File: config.mk
export PLATFORM = sky130hd
export DESIGN_NAME = svm_ctrl
export DESIGN_NICKNAME = d
export VERILOG_FILES = /design/src/svm_pkg.sv /design/src/svm_ctrl.sv
export SDC_FILE = /design/constraint.sdc
export NUM_CORES = 1
export LEC_CHECK = 0
export BUFFER_PORTS_ARGS = -buffer_cell sky130_fd_sc_hd__buf_2
export CORE_ASPECT_RATIO = 0.8
export CORE_MARGIN = 2
export CORE_UTILIZATION = 35
export DETAILED_ROUTE_END_ITERATION = 8
export GPL_ROUTABILITY_DRIVEN = 0
export GPL_TIMING_DRIVEN = 0
export PLACE_DENSITY = 0.55
export SLEW_MARGIN = 20
export SYNTH_ARGS = -nofsm -noshare
export SYNTH_HDL_FRONTEND = slang
export SYNTH_SLANG_ARGS = --single-unit
export TNS_END_PERCENT = 10
File: constraint.sdc
create_clock -name clk -period 1.8 [get_ports clk]
set_input_delay 0.27 -clock clk [delete_from_list [all_inputs] [get_ports clk]]
set_output_delay 0.27 -clock clk [all_outputs]
set_load 0.05 [all_outputs]
File: src/svm_pkg.sv
// package: register map, field layout and timing for the supply monitor control block
package svm_pkg;

   // register bus shape
   localparam int ADDR_W = 4;
   localparam int DATA_W = 8;

   // register offsets
   localparam logic [3:0] ADDR_CONTROL    = 4'h0;
   localparam logic [3:0] ADDR_IRQ_STATUS = 4'h1;
   localparam logic [3:0] ADDR_IRQ_CLEAR  = 4'h2;
   localparam logic [3:0] ADDR_IRQ_ENABLE = 4'h3;
   localparam logic [3:0] ADDR_IRQ_SET    = 4'h4;

   // lowv_control fields
   localparam int TRIP_LSB       = 0;
   localparam int TRIP_W         = 3;
   localparam int REFGEN_OUT_BIT = 3;
   localparam int DET_ON_BIT     = 4;
   localparam int LOWV_FLAG_BIT  = 5;
   localparam logic [7:0] CTRL_RW_MASK = 8'h1F;
   localparam logic [7:0] CTRL_RESET   = 8'h00;

   // interrupt status / clear / enable / set layout
   localparam int IRQ_W           = 3;
   localparam int IRQ_REQ_BIT     = 0;
   localparam int IRQ_RISE_BIT    = 1;
   localparam int IRQ_SETTLED_BIT = 2;
   localparam logic [2:0] IRQ_STS_RESET = 3'h0;
   localparam logic [2:0] IRQ_EN_RESET  = 3'h0;

   // timing
   localparam int CLK_PERIOD_NS  = 50;
   localparam int IRQ_DELAY_NS   = 100000;
   localparam int SETTLE_NS      = 150000;
   // least times round up to whole cycles
   localparam int IRQ_DELAY_CYC  = (IRQ_DELAY_NS + CLK_PERIOD_NS - 1) / CLK_PERIOD_NS;
   localparam int SETTLE_CYC     = (SETTLE_NS + CLK_PERIOD_NS - 1) / CLK_PERIOD_NS;

   // trip level codes, lowest to highest
   typedef enum logic [2:0] {
      TRIP_2V0 = 3'b000,
      TRIP_2V2 = 3'b001,
      TRIP_2V4 = 3'b010,
      TRIP_2V7 = 3'b011,
      TRIP_3V0 = 3'b100,
      TRIP_3V3 = 3'b101,
      TRIP_3V6 = 3'b110,
      TRIP_4V0 = 3'b111
   } svm_trip_t;

   // interrupt delay sequencer
   typedef enum logic [1:0] {
      ST_IDLE  = 2'b00,
      ST_DELAY = 2'b01,
      ST_FIRED = 2'b10
   } svm_state_t;

endpackage

File: src/svm_ctrl.sv
// module: control, status and delayed interrupt logic of the supply monitor
`timescale 1ns/10ps
`default_nettype none

module svm_ctrl #(
   parameter int IRQ_DELAY_CYC = svm_pkg::IRQ_DELAY_CYC,
   parameter int SETTLE_CYC    = svm_pkg::SETTLE_CYC
) (
   input  wire logic [3:0] addr,                 // register address
   input  wire logic       clk,                  // system clock
   input  wire logic       rst,                  // async reset, active high
   input  wire logic [7:0] wdata,                // write data
   input  wire logic       wr_en,                // write strobe
   input  wire logic       rd_en,                // read strobe
   output logic      [7:0] rdata,                // read data, cycle after rd_en
   input  wire logic       cmp_low,              // async comparator, 1 = supply low
   input  wire logic       sleep_mode,           // core in sleep
   input  wire logic       idle_mode,            // core in idle
   input  wire logic       lowv_reset_function,  // low-voltage reset enabled
   output logic            detector_power,       // analog detector enable
   output logic            refgen_on,            // bandgap reference enable
   output logic            refgen_out_on,        // reference voltage output enable
   output logic      [2:0] trip_level_sel,       // comparator trip level
   output logic            lowv_irq_request,     // request to shared interrupt
   output logic            irq,                  // masked interrupt level
   output logic            wake                  // idle wake-up pulse
);

   localparam int CNT_MAX = (IRQ_DELAY_CYC > SETTLE_CYC) ? IRQ_DELAY_CYC : SETTLE_CYC;
   localparam int CNT_W   = $clog2(CNT_MAX + 1);
   localparam logic [CNT_W-1:0] DLY_N = CNT_W'(IRQ_DELAY_CYC);
   localparam logic [CNT_W-1:0] STL_N = CNT_W'(SETTLE_CYC);

   // address match, shared by the read and write decoders
   function automatic logic hit(input logic [3:0] a, input logic [3:0] off);
      hit = (a == off);
   endfunction

   logic [7:0]           ctrl_reg;
   logic [2:0]           sts_reg;
   logic [2:0]           sts_next;
   logic [2:0]           en_reg;
   logic [2:0]           set_bits;
   logic [2:0]           clr_bits;
   logic                 cmp_s1_reg;
   logic                 cmp_s2_reg;
   logic                 lowv_flag_reg;
   logic                 flag_d_reg;
   logic                 active;
   logic                 flag_rise;
   logic                 hw_set;
   logic [CNT_W-1:0]     dly_cnt_reg;
   logic [CNT_W-1:0]     stl_cnt_reg;
   logic                 settled_reg;
   logic                 settled_d_reg;
   svm_pkg::svm_state_t  state_reg;
   logic [7:0]           rd_mux;
   logic [7:0]           rdata_reg;
   logic                 det_reg;
   logic                 ref_reg;
   logic                 ref_out_reg;
   logic [2:0]           trip_reg;
   logic                 irq_reg;
   logic                 wake_reg;

   // detector runs only while enabled and not asleep
   assign active = ctrl_reg[svm_pkg::DET_ON_BIT] & ~sleep_mode;

   // control register write; only the low five bits hold state
   always_ff @(posedge clk or posedge rst) begin
      if (rst) begin
         ctrl_reg <= svm_pkg::CTRL_RESET;
      end else if (wr_en && hit(addr, svm_pkg::ADDR_CONTROL)) begin
         ctrl_reg <= wdata & svm_pkg::CTRL_RW_MASK;
      end
   end

   // interrupt enable register
   always_ff @(posedge clk or posedge rst) begin
      if (rst) begin
         en_reg <= svm_pkg::IRQ_EN_RESET;
      end else if (wr_en && hit(addr, svm_pkg::ADDR_IRQ_ENABLE)) begin
         en_reg <= wdata[2:0];
      end
   end

   // comparator is asynchronous: two flops before anything looks at it
   always_ff @(posedge clk or posedge rst) begin
      if (rst) begin
         cmp_s1_reg <= 1'b0;
         cmp_s2_reg <= 1'b0;
      end else begin
         cmp_s1_reg <= cmp_low;
         cmp_s2_reg <= cmp_s1_reg;
      end
   end

   // low supply flag, forced low while the detector is off
   always_ff @(posedge clk or posedge rst) begin
      if (rst) begin
         lowv_flag_reg <= 1'b0;
         flag_d_reg    <= 1'b0;
      end else begin
         lowv_flag_reg <= active & cmp_s2_reg;
         flag_d_reg    <= lowv_flag_reg;
      end
   end

   assign flag_rise = lowv_flag_reg & ~flag_d_reg;

   // settle timer: marks when the flag becomes trustworthy after enabling
   always_ff @(posedge clk or posedge rst) begin
      if (rst) begin
         stl_cnt_reg   <= '0;
         settled_reg   <= 1'b0;
         settled_d_reg <= 1'b0;
      end else begin
         settled_d_reg <= settled_reg;
         if (!active) begin
            stl_cnt_reg <= '0;
            settled_reg <= 1'b0;
         end else if (stl_cnt_reg != STL_N) begin
            stl_cnt_reg <= stl_cnt_reg + 1'b1;
         end else begin
            settled_reg <= 1'b1;
         end
      end
   end

   // delay sequencer: the flag must stay high for the whole delay;
   // a supply hovering near the level gives flag chatter, and each drop restarts it
   always_ff @(posedge clk or posedge rst) begin
      if (rst) begin
         state_reg   <= svm_pkg::ST_IDLE;
         dly_cnt_reg <= '0;
      end else begin
         case (state_reg)
            svm_pkg::ST_IDLE: begin
               dly_cnt_reg <= '0;
               if (active && lowv_flag_reg) begin
                  state_reg   <= svm_pkg::ST_DELAY;
                  dly_cnt_reg <= CNT_W'(1);
               end
            end
            svm_pkg::ST_DELAY: begin
               if (!active || !lowv_flag_reg) begin
                  state_reg   <= svm_pkg::ST_IDLE;
                  dly_cnt_reg <= '0;
               end else if (dly_cnt_reg == DLY_N) begin
                  state_reg <= svm_pkg::ST_FIRED;
               end else begin
                  dly_cnt_reg <= dly_cnt_reg + 1'b1;
               end
            end
            svm_pkg::ST_FIRED: begin
               if (!active || !lowv_flag_reg) begin
                  state_reg <= svm_pkg::ST_IDLE;
               end
            end
            default: begin
               state_reg   <= svm_pkg::ST_IDLE;
               dly_cnt_reg <= '0;
            end
         endcase
      end
   end

   // hardware request: flag has been high for the full delay
   assign hw_set = (state_reg == svm_pkg::ST_DELAY) && active
                   && lowv_flag_reg && (dly_cnt_reg == DLY_N);

   // sticky status: hardware events and software presets set, clear register clears
   always_comb begin
      set_bits = '0;
      clr_bits = '0;
      set_bits[svm_pkg::IRQ_REQ_BIT]     = hw_set;
      set_bits[svm_pkg::IRQ_RISE_BIT]    = flag_rise;
      set_bits[svm_pkg::IRQ_SETTLED_BIT] = settled_reg & ~settled_d_reg;
      if (wr_en && hit(addr, svm_pkg::ADDR_IRQ_SET)) begin
         set_bits = set_bits | wdata[2:0];
      end
      if (wr_en && hit(addr, svm_pkg::ADDR_IRQ_CLEAR)) begin
         clr_bits = wdata[2:0];
      end
      // a set arriving with the clear wins, so no event is lost
      sts_next = (sts_reg & ~clr_bits) | set_bits;
   end

   always_ff @(posedge clk or posedge rst) begin
      if (rst) begin
         sts_reg <= svm_pkg::IRQ_STS_RESET;
      end else begin
         sts_reg <= sts_next;
      end
   end

   // wake only on a hardware request into an empty flag, so a preset blocks it
   always_ff @(posedge clk or posedge rst) begin
      if (rst) begin
         wake_reg <= 1'b0;
      end else begin
         wake_reg <= hw_set & ~sts_reg[svm_pkg::IRQ_REQ_BIT] & idle_mode;
      end
   end

   // masked interrupt level
   always_ff @(posedge clk or posedge rst) begin
      if (rst) begin
         irq_reg <= 1'b0;
      end else begin
         irq_reg <= |(sts_reg & en_reg);
      end
   end

   // analog controls, registered so the pins never glitch
   always_ff @(posedge clk or posedge rst) begin
      if (rst) begin
         det_reg     <= 1'b0;
         ref_reg     <= 1'b0;
         ref_out_reg <= 1'b0;
         trip_reg    <= svm_pkg::TRIP_2V0;
      end else begin
         det_reg     <= active;
         ref_reg     <= active | lowv_reset_function
                        | ctrl_reg[svm_pkg::REFGEN_OUT_BIT];
         ref_out_reg <= ctrl_reg[svm_pkg::REFGEN_OUT_BIT];
         trip_reg    <= ctrl_reg[svm_pkg::TRIP_LSB +: svm_pkg::TRIP_W];
      end
   end

   // read mux; unmapped and write-only addresses read zero
   always_comb begin
      rd_mux = 8'h00;
      if (hit(addr, svm_pkg::ADDR_CONTROL)) begin
         rd_mux = ctrl_reg & svm_pkg::CTRL_RW_MASK;
         rd_mux[svm_pkg::LOWV_FLAG_BIT] = lowv_flag_reg;
      end else if (hit(addr, svm_pkg::ADDR_IRQ_STATUS)) begin
         rd_mux[2:0] = sts_reg;
      end else if (hit(addr, svm_pkg::ADDR_IRQ_ENABLE)) begin
         rd_mux[2:0] = en_reg;
      end
   end

   // read data stands only in the cycle after the strobe
   always_ff @(posedge clk or posedge rst) begin
      if (rst) begin
         rdata_reg <= 8'h00;
      end else begin
         rdata_reg <= rd_en ? rd_mux : 8'h00;
      end
   end

   assign rdata            = rdata_reg;
   assign detector_power   = det_reg;
   assign refgen_on        = ref_reg;
   assign refgen_out_on    = ref_out_reg;
   assign trip_level_sel   = trip_reg;
   assign lowv_irq_request = sts_reg[svm_pkg::IRQ_REQ_BIT];
   assign irq              = irq_reg;
   assign wake             = wake_reg;

   // helper for checks: consecutive cycles the flag has been high, saturating
   logic [CNT_W-1:0] hi_cnt_reg;
   always_ff @(posedge clk or posedge rst) begin
      if (rst) begin
         hi_cnt_reg <= '0;
      end else if (!lowv_flag_reg) begin
         hi_cnt_reg <= '0;
      end else if (hi_cnt_reg != {CNT_W{1'b1}}) begin
         hi_cnt_reg <= hi_cnt_reg + 1'b1;
      end
   end
endmodule  // svm_ctrl

`default_nettype wire

==> impl_metrics.yaml <==
run_status:
  status: "finished clean"
synthesis:
  ys.flop_type: "dfrtp_1"
  ys_ff_latch: 57
  synth.area.top_cells: "dfrtp_1, mux2_2, nor2_1, nand2_1, nor4_4"
  synth_top_area_cell: "dfrtp_1"
  synth_area_um2: 2600
  synth_commonest_cells: "dfrtp_1, nor2_1, nand2_1"
  synthArstFlopShare: 1.00
  synth_top_area_frac: 0.548
  ys_seq_area_frac: 0.548
  synth-edff-count: 0
  yosysWarnings: 0
  synth_most_common_cell: "dfrtp_1"
  syn_avg_cell_area_um2: 11.1
  synth.distinct_cells: 51
  syn_inst: 235
detailed_routing:
  drtIter0Drc: 97
  wirelength_um: 5080
  firstDrtPassIters: 5
  wl_per_cell_um: 13.6
  via_count: 1869
  ant_nets: 0
  post-route-drc-count: 0
  via_per_inst: 5.00
grt:
  grt_pass1_wl_um: 9030
  grt_overflow: 0
  grt_util_all_layers: 0.148
  grt_max_degree: 58
  grt_pass1_vias: 1835
  antenna_found_initial: 0
finish:
  fin_util: 0.431
  nFillCells: 722
  stdcell_area_um2: 3140
  drive_gt1_frac: 0.257
  instances_no_fill: 374
  num_antenna_cells: 0
  fin_nets: 303
  syn2layout_area_growth_pct: 20.9
sta:
  maxSlewHeadroom: 0.531
  finalClockSkew_ns: 0.00734
  min_period_over_period: 0.925
  rsz0062_at_grt: "no"
  fin_ws_ns: 0.134
  setup_viol: 0
  hold_violations: 0
  fmax_mhz: 600
  min_period_ns: 1.67
  tightest_slew_ns: 0.704
  hold_ws_ns: 0.0465
  slew_violations: 0
power:
  leakage_uw: 0.00143
  p_per_area_nw_per_um2: 1100
  p_comb_frac: 0.124
  intPower_uw: 2580
  peakVddDrop_v: 0.000514
  switching_share: 0.252
  pwr-share-seq: 0.423
  clkPwrFrac: 0.453
  p_sw_uw: 868
worst_setup_path:
  cp-start-kind: "flip-flop"
  path_class: "flip-flop to flip-flop"
  end_kind: "flip-flop"
  required_ns: 2.02
  crit_fanout: 8
  critPathArrivalTime_ns: 1.88
clock_network:
  clk_path_buf_depth: 2
  numCtsBuffers: 9
  cts_max_level: 3
  cts.sinks: 57
  root_buffer: "clkbuf_8"
  cts_tree: "done"
  clk_pin_slew_ns: 0.06
  clk_latency_ns: 0.33
placed_design:
  hpwlAfterDp_um: 3510
  pre_cts_slack_ns: 0.00567
  portBuffers: 31
  dpl_cell_area_um2: 2880
  dp_cells: 357
floorplanning:
  core.rowCount: 28
  dieWidth_um: 100
  core_area_um2: 7290
  io_pins: 37
  initial_utilization: 0.357
  die-area_um2: 8140
  die_h_um: 81.1
min_path:
  hold_path.class: "primary input to asynchronous set/reset pin"
run:
  max-cap-violations: 0
repair_timing:
item,CTS,global route
pin swaps,1,0
hold buffers,0,0
gates resized for setup,0,1
endpoints found under the hold margin,0,0
setup endpoints to repair,1,1
setup buffers,1,0
cell type report:
type	count	area, µm²	area share
plain buffers	5	27.5	0.00875
clock buffers	10	128	0.0406
clock inverters	6	130	0.0414
inverters	10	41.3	0.0131
multi-input cells	164	1110	0.354
flip-flops and latches	57	1430	0.454
well taps	90	113	0.0358
repair buffers	32	166	0.0529
worst paths after layout:
path                                                  from  slack (ns)                     endpoint  cells past startpoint
worst max-delay path            dly_cnt_reg[0]$_DFFE_PP0P_        0.13   dly_cnt_reg[2]$_DFFE_PP0P_                      7
worst min-delay path                                   rst        0.05  trip_level_sel[2]$_DFF_PP0_                      2
worst max register to register  dly_cnt_reg[0]$_DFFE_PP0P_        0.13   dly_cnt_reg[2]$_DFFE_PP0P_                      7
worst min register to register        cmp_s1_reg$_DFF_PP0_        0.36         cmp_s2_reg$_DFF_PP0_                      0
max in group asynchronous                              rst        1.27   dly_cnt_reg[1]$_DFFE_PP0P_                      2
min in group clk                                   cmp_low        0.05         cmp_s1_reg$_DFF_PP0_                      1
power by group through the flow:
stage               Clock, µW  Combinational [µW]  Sequential, µW
CTS                      1610                 433            1460
detailed placement          0                 433            1480
global placement            0                 429            1480
floorplan                   0                 159            1630
finish                   1560                 426            1460
global route             1680                 464            1470
stage by stage:
step / setup TNS, ns / total power, µW
6_report: 0 / 3440
4_1_cts: 0 / 3500
3_3_place_gp: -36.46 / 1910
5_1_grt: 0 / 3620
2_1_floorplan: 0 / 1790
3_5_place_dp: 0 / 1910
cells by family (layout without fill, tap and decap cells):
group	after synthesis	count (layout)	synth area share
adder cells (fa/ha/maj)	4	4	0.0192
other	1	2	0.00144
multiplexers	10	10	0.0423
buffers and inverters	15	63	0.0255
AO/OA/AOI/OAI	39	39	0.104
AND/OR/NAND/NOR	100	100	0.228
XOR/XNOR	9	9	0.0303
flip-flops	57	57	0.548
layer usage:
layer / vias to the layer above / global-route usage / wire (µm)
met5: - / 0 / 0
met4: 0 / 0.0630 / 36
met3: 2 / 0.0577 / 221
met2: 40 / 0.203 / 2170
met1: 898 / 0.206 / 2650
li1: 929 / - / -
critical path, stage by stage (launching register included):
cell	delay (ns)
dfrtp_1	0.41
inv_1	0.09
ha_1	0.17
nand4b_1	0.18
nor4_4	0.30
buf_6	0.17
nor2_2	0.05
a22o_1	0.19
cell usage in the layout, fill, tap and decap left out, drive strengths merged, types with 8 or more instances in the layout:
cell	Yosys	final
dfrtp	57	57
buf	3	35
nor2	24	24
nand2	19	19
o21ai	12	12
clkbuf	2	12
inv	9	9
nand3	8	8
mux2	8	8
Note: power is estimated with default switching activity, not from simulation.
